--- src/slk_pkg.sv ---
// slk_pkg: constants for the fieldbus common-command interpreter
// assumes: 32-byte frames, AXI4-Lite register access, 100 MHz aclk
package slk_pkg;
   localparam int          FRAME_BYTES      = 32;
   localparam logic [7:0]  CMD_NO_OPERATION = 8'h00;  // no_operation_cmd
   localparam logic [7:0]  CMD_IDRD         = 8'h03;  // identity_read_cmd
   localparam logic [3:0]  ALARM_BAD_PARAM  = 4'h9;
   localparam logic [3:0]  ALARM_NONE       = 4'h0;
   // frame byte positions
   localparam int          B_CODE           = 0;
   localparam int          B_WATCHDOG       = 1;
   localparam int          B_STAT0          = 2;
   localparam int          B_STAT1          = 3;
   localparam int          B_SEL            = 4;
   localparam int          B_OFS            = 5;
   localparam int          B_SIZE0          = 6;
   localparam int          B_SIZE1          = 7;
   localparam int          B_DATA           = 8;
   localparam int          ID_ROOM          = 24;
   // status word fields (bytes 2-3)
   localparam int          ST_ALM_LSB       = 8;
   localparam int          ST_RDY_BIT       = 3;
   // identity items: selector range and fixed 4-byte size
   localparam logic [7:0]  SEL_FIRST        = 8'h01;
   localparam logic [7:0]  SEL_LAST         = 8'h04;
   localparam logic [15:0] ID_ITEM_SIZE     = 16'h0004;
   // monitor word bit positions
   localparam int          MON_SPEED_MATCH  = 18;
   localparam int          MON_ZERO_SPEED   = 19;
   localparam int          MON_INPUT_LSB    = 24;
   // busy counter load of an asynchronous command; ready stays low for this value plus one, 5 aclk cycles
   localparam logic [3:0]  BUSY_CYCLES      = 4'h4;
   // register byte addresses
   localparam logic [7:0]  A_CTRL           = 8'h00;  // bit0 go (write 1 = pulse)
   localparam logic [7:0]  A_STATUS         = 8'h04;  // bit0 ready, [7:4] alarm
   localparam logic [7:0]  A_MONITOR        = 8'h08;
   localparam logic [7:0]  A_CMDBUF         = 8'h20;  // 8 words of command frame
   localparam logic [7:0]  A_RSPBUF         = 8'h40;  // 8 words of response frame
   localparam logic [7:0]  A_ZS_LIMIT       = 8'h60;  // zero speed range
   localparam logic [7:0]  A_VM_TARGET      = 8'h64;  // speed match target
   localparam logic [7:0]  A_VM_RANGE       = 8'h68;  // speed match range
   localparam logic [7:0]  A_ID_VER         = 8'h6C;  // device and file versions
   localparam logic [1:0]  RESP_OKAY        = 2'b00;
   localparam logic [1:0]  RESP_SLVERR      = 2'b10;
endpackage

--- src/slk_cmd.sv ---
// slk_cmd: fieldbus slave interpreter for no-operation and identity read
// assumes: frame handed in through AXI4-Lite buffer, single clock aclk
// What this block does
// - a no-operation command (00h) does nothing and returns the present state.
// - identity read (03h) returns identification data of this slave.
// - the item returned is the one named by the selection code.
// - selector byte 4, offset byte 5, size bytes 6-7 are echoed, data in 8-31.
// - an unsupported selector sets the command alarm to 9h.
// - a bad offset or a size not matching the item sets the command alarm to 9h.
// - monitor bit 19 is 1 when speed is inside the zero-speed range.
// - monitor bits 24-31 show the eight general inputs in order.
// - the speed-match bit is 1 when speed is inside the speed-match range.
// - the speed-match bit is monitor bit 18.
`timescale 1ns/1ns
module slk_cmd (
   input  wire logic                aclk,
   input  wire logic                aresetn,
   input  wire logic [7:0]          s_axi_awaddr,
   input  wire logic                s_axi_awvalid,
   output logic                     s_axi_awready,
   input  wire logic [31:0]         s_axi_wdata,
   input  wire logic [3:0]          s_axi_wstrb,
   input  wire logic                s_axi_wvalid,
   output logic                     s_axi_wready,
   output logic [1:0]               s_axi_bresp,
   output logic                     s_axi_bvalid,
   input  wire logic                s_axi_bready,
   input  wire logic [7:0]          s_axi_araddr,
   input  wire logic                s_axi_arvalid,
   output logic                     s_axi_arready,
   output logic [31:0]              s_axi_rdata,
   output logic [1:0]               s_axi_rresp,
   output logic                     s_axi_rvalid,
   input  wire logic                s_axi_rready,
   input  wire logic signed [15:0]  speed,
   input  wire logic [7:0]          general_input_bits,
   output logic                     command_ready_flag
);
   import slk_pkg::*;

   typedef enum logic [1:0] {SLK_IDLE, SLK_BUSY} slk_state_e;

   // pin-side inputs pass two flops first
   logic [7:0]  in_s1_q, in_s2_q;
   logic [15:0] spd_s1_q, spd_s2_q;
   always_ff @(posedge aclk) begin
      if (!aresetn) begin
         in_s1_q  <= 8'h00;
         in_s2_q  <= 8'h00;
         spd_s1_q <= 16'h0000;
         spd_s2_q <= 16'h0000;
      end else begin
         in_s1_q  <= general_input_bits;
         in_s2_q  <= in_s1_q;
         spd_s1_q <= speed;
         spd_s2_q <= spd_s1_q;
      end
   end

   // register state
   logic [7:0]  cbuf_q [FRAME_BYTES];
   logic [7:0]  rbuf_q [FRAME_BYTES];
   logic [7:0]  rbuf_d [FRAME_BYTES];
   logic [7:0]  cbuf_d [FRAME_BYTES];
   logic [15:0] zs_lim_q, zs_lim_d, vm_tgt_q, vm_tgt_d, vm_rng_q, vm_rng_d;
   logic [31:0] ver_q, ver_d, mon_q, mon_d, rdata_q, rdata_d;
   logic        aw_q, aw_d, w_q, w_d, bv_q, bv_d, rv_q, rv_d;
   logic [1:0]  bresp_q, bresp_d, rresp_q, rresp_d;
   logic [7:0]  awa_q, awa_d;
   logic [31:0] wd_q, wd_d;
   logic [3:0]  ws_q, ws_d;
   logic        rdy_q, rdy_d;
   logic [3:0]  alm_q, alm_d, cnt_q, cnt_d;
   slk_state_e  st_q, st_d;
   logic        id_ok;
   logic [31:0] id_item;

   slk_idrom slk_idrom_i (
      .sel          (cbuf_q[B_SEL]),
      .dev_version  (ver_q),
      .file_version (ver_q[31:16]),
      .valid        (id_ok),
      .item         (id_item)
   );

   // monitor word: absolute speed against zero-speed range, speed-to-target distance against match range
   logic [15:0] spd_abs, vm_diff;
   always_comb begin
      spd_abs = spd_s2_q[15] ? 16'(-spd_s2_q) : spd_s2_q;
      // speed and target are both signed, so order them as signed values
      vm_diff = ($signed(spd_s2_q) >= $signed(vm_tgt_q)) ? 16'(spd_s2_q - vm_tgt_q)
                                                         : 16'(vm_tgt_q - spd_s2_q);
      mon_d = 32'h0000_0000;
      mon_d[MON_ZERO_SPEED]  = (spd_abs <= zs_lim_q);
      mon_d[MON_SPEED_MATCH] = (vm_diff <= vm_rng_q);
      mon_d[MON_INPUT_LSB +: 8] = in_s2_q;
   end

   // bus, command sequencer and response builder
   logic        wr_go, go_cmd;
   logic [15:0] req_size;
   logic [7:0]  req_ofs;
   always_comb begin
      aw_d = aw_q;  w_d = w_q;  bv_d = bv_q;  rv_d = rv_q;
      awa_d = awa_q;  wd_d = wd_q;  ws_d = ws_q;
      bresp_d = bresp_q;  rresp_d = rresp_q;  rdata_d = rdata_q;
      zs_lim_d = zs_lim_q;  vm_tgt_d = vm_tgt_q;  vm_rng_d = vm_rng_q;
      ver_d = ver_q;  cbuf_d = cbuf_q;  rbuf_d = rbuf_q;
      rdy_d = rdy_q;  alm_d = alm_q;  cnt_d = cnt_q;  st_d = st_q;
      go_cmd = 1'b0;
      req_ofs  = cbuf_q[B_OFS];
      req_size = {cbuf_q[B_SIZE1], cbuf_q[B_SIZE0]};
      // address and data taken in either order
      if (s_axi_awvalid && !aw_q) begin
         aw_d = 1'b1;  awa_d = s_axi_awaddr;
      end
      if (s_axi_wvalid && !w_q) begin
         w_d = 1'b1;  wd_d = s_axi_wdata;  ws_d = s_axi_wstrb;
      end
      wr_go = aw_q && w_q && !bv_q;
      if (wr_go) begin
         aw_d = 1'b0;  w_d = 1'b0;  bv_d = 1'b1;  bresp_d = RESP_OKAY;
         if (awa_q >= A_CMDBUF && awa_q < A_RSPBUF) begin
            for (int i = 0; i < 4; i++)
               if (ws_q[i])
                  cbuf_d[{awa_q[4:2], 2'(i)}] = wd_q[8*i +: 8];
         end else case (awa_q)
            A_CTRL:      go_cmd = wd_q[0] && (st_q == SLK_IDLE);
            A_ZS_LIMIT:  zs_lim_d = wd_q[15:0];
            A_VM_TARGET: vm_tgt_d = wd_q[15:0];
            A_VM_RANGE:  vm_rng_d = wd_q[15:0];
            A_ID_VER:    ver_d = wd_q;
            default:     bresp_d = RESP_SLVERR;
         endcase
      end
      if (bv_q && s_axi_bready)
         bv_d = 1'b0;
      // reads
      if (s_axi_arvalid && !rv_q) begin
         rv_d = 1'b1;  rresp_d = RESP_OKAY;  rdata_d = 32'h0000_0000;
         if (s_axi_araddr >= A_CMDBUF && s_axi_araddr < A_RSPBUF)
            for (int i = 0; i < 4; i++)
               rdata_d[8*i +: 8] = cbuf_q[{s_axi_araddr[4:2], 2'(i)}];
         else if (s_axi_araddr >= A_RSPBUF && s_axi_araddr < A_ZS_LIMIT)
            for (int i = 0; i < 4; i++)
               rdata_d[8*i +: 8] = rbuf_q[{s_axi_araddr[4:2], 2'(i)}];
         else case (s_axi_araddr)
            A_CTRL:      rdata_d = 32'h0000_0000;
            A_STATUS:    rdata_d = {24'h00_0000, alm_q, 3'b000, rdy_q};
            A_MONITOR:   rdata_d = mon_q;
            A_ZS_LIMIT:  rdata_d = {16'h0000, zs_lim_q};
            A_VM_TARGET: rdata_d = {16'h0000, vm_tgt_q};
            A_VM_RANGE:  rdata_d = {16'h0000, vm_rng_q};
            A_ID_VER:    rdata_d = ver_q;
            default:     rresp_d = RESP_SLVERR;
         endcase
      end else if (rv_q && s_axi_rready) begin
         rv_d = 1'b0;
      end
      // command sequencer: ready low while busy
      case (st_q)
         SLK_IDLE: begin
            if (go_cmd) begin
               rdy_d = 1'b0;
               cnt_d = BUSY_CYCLES;
               st_d  = SLK_BUSY;
            end
         end
         SLK_BUSY: begin
            if (cnt_q != 4'h0) begin
               cnt_d = cnt_q - 4'h1;
            end else begin
               for (int i = 0; i < FRAME_BYTES; i++)
                  rbuf_d[i] = 8'h00;
               rbuf_d[B_CODE] = cbuf_q[B_CODE];
               rbuf_d[B_WATCHDOG] = cbuf_q[B_WATCHDOG];
               alm_d = ALARM_NONE;
               if (cbuf_q[B_CODE] == CMD_IDRD) begin
                  rbuf_d[B_SEL]   = cbuf_q[B_SEL];
                  rbuf_d[B_OFS]   = req_ofs;
                  rbuf_d[B_SIZE0] = cbuf_q[B_SIZE0];
                  rbuf_d[B_SIZE1] = cbuf_q[B_SIZE1];
                  if (!id_ok)
                     alm_d = ALARM_BAD_PARAM;
                  else if (req_ofs >= 8'(ID_ITEM_SIZE) ||
                           req_size != ID_ITEM_SIZE - 16'(req_ofs))
                     alm_d = ALARM_BAD_PARAM;
                  else
                     for (int i = 0; i < 4; i++)
                        if (i >= int'(req_ofs))
                           rbuf_d[B_DATA + i - int'(req_ofs)] = id_item[8*i +: 8];
               end
               rbuf_d[B_STAT0][ST_RDY_BIT] = 1'b1;
               rbuf_d[B_STAT1][ST_ALM_LSB - 8 +: 4] = alm_d;
               rdy_d = 1'b1;
               st_d  = SLK_IDLE;
            end
         end
         default: st_d = SLK_IDLE;
      endcase
   end

   // register all state except the two-flop input stages
   always_ff @(posedge aclk) begin
      if (!aresetn) begin
         aw_q <= 1'b0;  w_q <= 1'b0;  bv_q <= 1'b0;  rv_q <= 1'b0;
         awa_q <= 8'h00;  wd_q <= 32'h0000_0000;  ws_q <= 4'h0;
         bresp_q <= RESP_OKAY;  rresp_q <= RESP_OKAY;  rdata_q <= 32'h0000_0000;
         zs_lim_q <= 16'h0000;  vm_tgt_q <= 16'h0000;  vm_rng_q <= 16'h0000;
         ver_q <= 32'h0000_0000;  mon_q <= 32'h0000_0000;
         rdy_q <= 1'b1;  alm_q <= ALARM_NONE;  cnt_q <= 4'h0;  st_q <= SLK_IDLE;
         for (int i = 0; i < FRAME_BYTES; i++) begin
            cbuf_q[i] <= 8'h00;
            rbuf_q[i] <= 8'h00;
         end
      end else begin
         aw_q <= aw_d;  w_q <= w_d;  bv_q <= bv_d;  rv_q <= rv_d;
         awa_q <= awa_d;  wd_q <= wd_d;  ws_q <= ws_d;
         bresp_q <= bresp_d;  rresp_q <= rresp_d;  rdata_q <= rdata_d;
         zs_lim_q <= zs_lim_d;  vm_tgt_q <= vm_tgt_d;  vm_rng_q <= vm_rng_d;
         ver_q <= ver_d;  mon_q <= mon_d;
         rdy_q <= rdy_d;  alm_q <= alm_d;  cnt_q <= cnt_d;  st_q <= st_d;
         cbuf_q <= cbuf_d;
         rbuf_q <= rbuf_d;
      end
   end

   // outputs straight from flops
   assign s_axi_awready      = !aw_q;
   assign s_axi_wready       = !w_q;
   assign s_axi_bvalid       = bv_q;
   assign s_axi_bresp        = bresp_q;
   assign s_axi_arready      = !rv_q;
   assign s_axi_rvalid       = rv_q;
   assign s_axi_rdata        = rdata_q;
   assign s_axi_rresp        = rresp_q;
   assign command_ready_flag = rdy_q;
endmodule

--- src/slk_idrom.sv ---
// slk_idrom: identity item lookup by selector code
// assumes: ids supplied as parameters; values are arbitrary stand-ins
`timescale 1ns/1ns
module slk_idrom #(
   parameter logic [31:0] VENDOR_CODE = 32'h0000_1234,  // arbitrary value
   parameter logic [31:0] DEVICE_CODE = 32'h0000_5678   // arbitrary value
) (
   input  wire logic [7:0]  sel,
   input  wire logic [31:0] dev_version,
   input  wire logic [15:0] file_version,
   output logic             valid,
   output logic [31:0]      item
);
   import slk_pkg::*;
   // pick one 4-byte item; unsupported selectors are flagged invalid
   always_comb begin
      valid = 1'b1;
      case (sel)
         8'h01:   item = VENDOR_CODE;
         8'h02:   item = DEVICE_CODE;
         8'h03:   item = dev_version;
         8'h04:   item = {16'h0000, file_version};
         default: begin
            item  = 32'h0000_0000;
            valid = 1'b0;
         end
      endcase
   end
endmodule

--- config.mk ---
export PLATFORM = sky130hd
export DESIGN_NAME = slk_cmd
export DESIGN_NICKNAME = d
export VERILOG_FILES = /design/src/slk_pkg.sv /design/src/slk_cmd.sv /design/src/slk_idrom.sv
export SDC_FILE = /design/constraint.sdc
export NUM_CORES = 2
export LEC_CHECK = 0
export BUFFER_PORTS_ARGS = -buffer_cell sky130_fd_sc_hd__buf_2
export CAP_MARGIN = 20
export CORE_MARGIN = 2
export CORE_UTILIZATION = 49
export CTS_CLUSTER_SIZE = 10
export DETAILED_ROUTE_END_ITERATION = 6
export PLACE_DENSITY = 0.7
export SLEW_MARGIN = 20
export SYNTH_ARGS = -nofsm -noshare
export SYNTH_HDL_FRONTEND = slang
export SYNTH_SLANG_ARGS = --single-unit
export TNS_END_PERCENT = 50
--- constraint.sdc ---
create_clock -name aclk -period 7.95 [get_ports aclk]
set_input_delay 0.795 -clock aclk [delete_from_list [all_inputs] [get_ports aclk]]
set_output_delay 0.795 -clock aclk [all_outputs]
set_load 0.01 [all_outputs]
==> metrics.yaml <==
status: "finished with violations"
violations: "design-rule violations"
fin_skew_ns: 0.0351
core_area_um2: 76200
irDropWorstVdd_uv: 148
place_congestion: 1.08
nets: 4502
die_h_um: 282
pin_count: 125
clock_path_buffers: 3
postCtsResizedCells: 0
synth_ff_type: "dfxtp_1"
drive_above_1_share: 0.121
synth_edf_count: 0
grt_pass1_vias: 32317
port_buffers: 122
use_met3: 0.116
hold_viol: 0
cts_made_buffers: 87
cp_max_fo: 12
n_fill_cell: 7034
grt-busiest-layer: "met2"
grt_max_degree: 164
cts_tree: "built"
netlist_instances: 4430
ctsHoldBuffers: 0
synth.top_cell.area_share: 0.389
dieArea_um2: 79500
finalMaxSlewViolations: 0
intPower_mw: 6.05
p_comb_frac: 0.067
use_met1: 0.488
antenna_left: 0
setup_viol: 0
first_iter_violations: 4947
die_w_um: 282
synthDistinctLibCells: 83
synth_commonest_cells: "dfxtp_1, nand2_1, a21oi_1"
area_delta_synth_final_pct: 9.88
power_switching_mw: 2.01
crit_type: "flip-flop to flip-flop"
grt_pass1_wl_um: 216000
finalSetupTns_ns: 0
synth_area_leader_cell: "dfxtp_1"
ys_async_sr_fraction: 0
synth.area.top_cells: "dfxtp_1, mux4_2, nand2_1"
synth_most_common_cell: "dfxtp_1"
wl_um: 147000
tightest_slew_ns: 1.21
p_leak_nw: 14.8
powerDensity_nw_per_um2: 194
post-dp-hpwl_um: 103000
hp-class: "primary input to flip-flop"
whs_ns: 0.345
insertion_delay_ns: 0.68
drv_cap: 0
ys_ff_latch: 735
yosysSeqAreaShare: 0.389
critPathCaptureType: "flip-flop"
syn_area_um2: 37800
routed_via_density: 6.57
power_switching_share: 0.250
drc: 13
wl_per_cell_um: 27.3
antenna_found_initial: 9
grt_overflow: 0
yosys_warnings: 0
fin_crit_sh: 0.616
row_count: 101
grt_setup_unrepaired: "no"
final-seq-area_um2: 14700
grt_usage: 0.363
avgSynthCellArea_um2: 8.54
htree_levels: 3
start_util: 0.497
clock-root-buffer: "clkbuf_16"
p_seq_frac: 0.471
drt-pass1-iter-count: 7
clkTransAtPathRegs_ns: 0.06
power_frac_clock: 0.462
num_vias: 35466
period_minus_slack_ns: 4.89
use_met2: 0.520
max_freq_mhz: 204
critPathArrivalTime_ns: 5.51
required_ns: 8.56
cts_num_sinks: 735
postCtsSetupBuffers: 0
multi_input_area_um2: 21500
timing.critical_path.from_type: "flip-flop"
slew_headroom: 0.190
-- worst max-delay path, stage by stage (launching register included) --
cell and delay (ns):
dfxtp_1 0.70, inv_1 0.28, ha_1 0.42, a2111oi_0 0.60
o2111ai_1 0.29, or4_1 0.63, nor3_2 0.84, o21ai_1 0.53
a311oi_1 0.40, a221o_1 0.15
-- per-layer routing --
layer | share of wire | up-vias
met4 | 0.060 | 6
li1 | - | 15764
met2 | 0.41 | 2221
met3 | 0.13 | 457
met5 | 0.00026 | -
met1 | 0.40 | 17018
-- state kept, by name, indices dropped and copies added (netlist names), 4 cells and up --
signal       flops
zs_lim_q        16
in_s2_q          8
spd_s2_q        16
cnt_q            4
s_axi_rdata     32
spd_s1_q        16
req_ofs          8
cbuf_q         248
in_s1_q          8
awa_q            8
vm_rng_q        16
wd_q            32
rbuf_q         253
ws_q             4
vm_tgt_q        16
ver_q           32
mon_q           10
-- path summary, 6_finish.rpt --
path / startpoint / to / slack, ns / cells past startpoint
worst max register to register: req_ofs[0] / rbuf_q[129] / 3.06 / 9
worst max-delay path: req_ofs[0] / rbuf_q[129] / 3.06 / 9
worst min-delay path: general_input_bits[3] / in_s1_q[3] / 0.35 / 2
worst min register to register: spd_s1_q[8] / spd_s2_q[8] / 0.43 / 1
-- cell families (layout without fill, tap and decap cells) --
| family | after synthesis | after routing | synth area share |
|---|---|---|---|
| compound gates | 1174 | 1174 | 0.196 |
| xor+xnor | 40 | 40 | 0.00926 |
| fa+ha+maj | 82 | 82 | 0.0275 |
| buf+inv | 473 | 405 | 0.0479 |
| flops | 735 | 735 | 0.389 |
| mux | 327 | 327 | 0.131 |
| other cells | 1 | 6 | 0.0000991 |
| simple gates | 1598 | 1598 | 0.199 |
-- placed cells by master (no fill, tap or decap), types with 38 or more instances in the layout --
cell / instances
a21boi_0: 105
a21oi_1: 359
a221oi_1: 38
a22oi_1: 57
and2_1: 75
and3_1: 148
buf_2: 118
buf_4: 76
clkbuf_16: 88
dfxtp_1: 735
ha_1: 80
inv_1: 90
mux2_2: 41
mux2i_1: 156
mux4_2: 130
nand2_1: 682
nand3_1: 301
nor2_1: 148
nor2b_1: 76
o21ai_0: 292
o221ai_1: 39
-- power by group through the flow --
stage	logic [mW]	registers, mW	clock network, mW
floorplan	0.393	3.83	0
global placement	0.529	3.87	0
detailed placement	0.529	3.87	0
CTS	0.532	3.80	3.75
global route	0.587	3.80	3.88
finish	0.537	3.80	3.73
-- metrics by stage --
| step | total power, mW | instances | utilization | instance area (um2) | worst slack, ns |
|---|---|---|---|---|---|
| 6_report | 8.06 | 5397 | 0.546 | 41600 | 3.06 |
| 5_1_grt | 8.27 | 5393 | 0.545 | 41600 | 2.61 |
| 4_1_cts | 8.08 | 5393 | 0.545 | 41600 | 3.18 |
| 3_5_place_dp | 4.40 | 5278 | 0.512 | 39000 | 3.20 |
| 3_3_place_gp | 4.40 | 5278 | 0.512 | 39000 | 3.17 |
| 2_1_floorplan | 4.22 | 4431 | - | 37800 | 3.79 |
-- cell type report --
| cell class | count | area share |
|---|---|---|
| multi-input combinational | 3223 | 0.516 |
| sequential | 735 | 0.354 |
| clock buffer | 103 | 0.0558 |
| tap | 1030 | 0.0310 |
| timing repair buffer | 198 | 0.0294 |
| inverter | 92 | 0.00843 |
| clock inverter | 12 | 0.00521 |
| antenna | 4 | 0.000241 |
(Power assumes the default switching activity.)
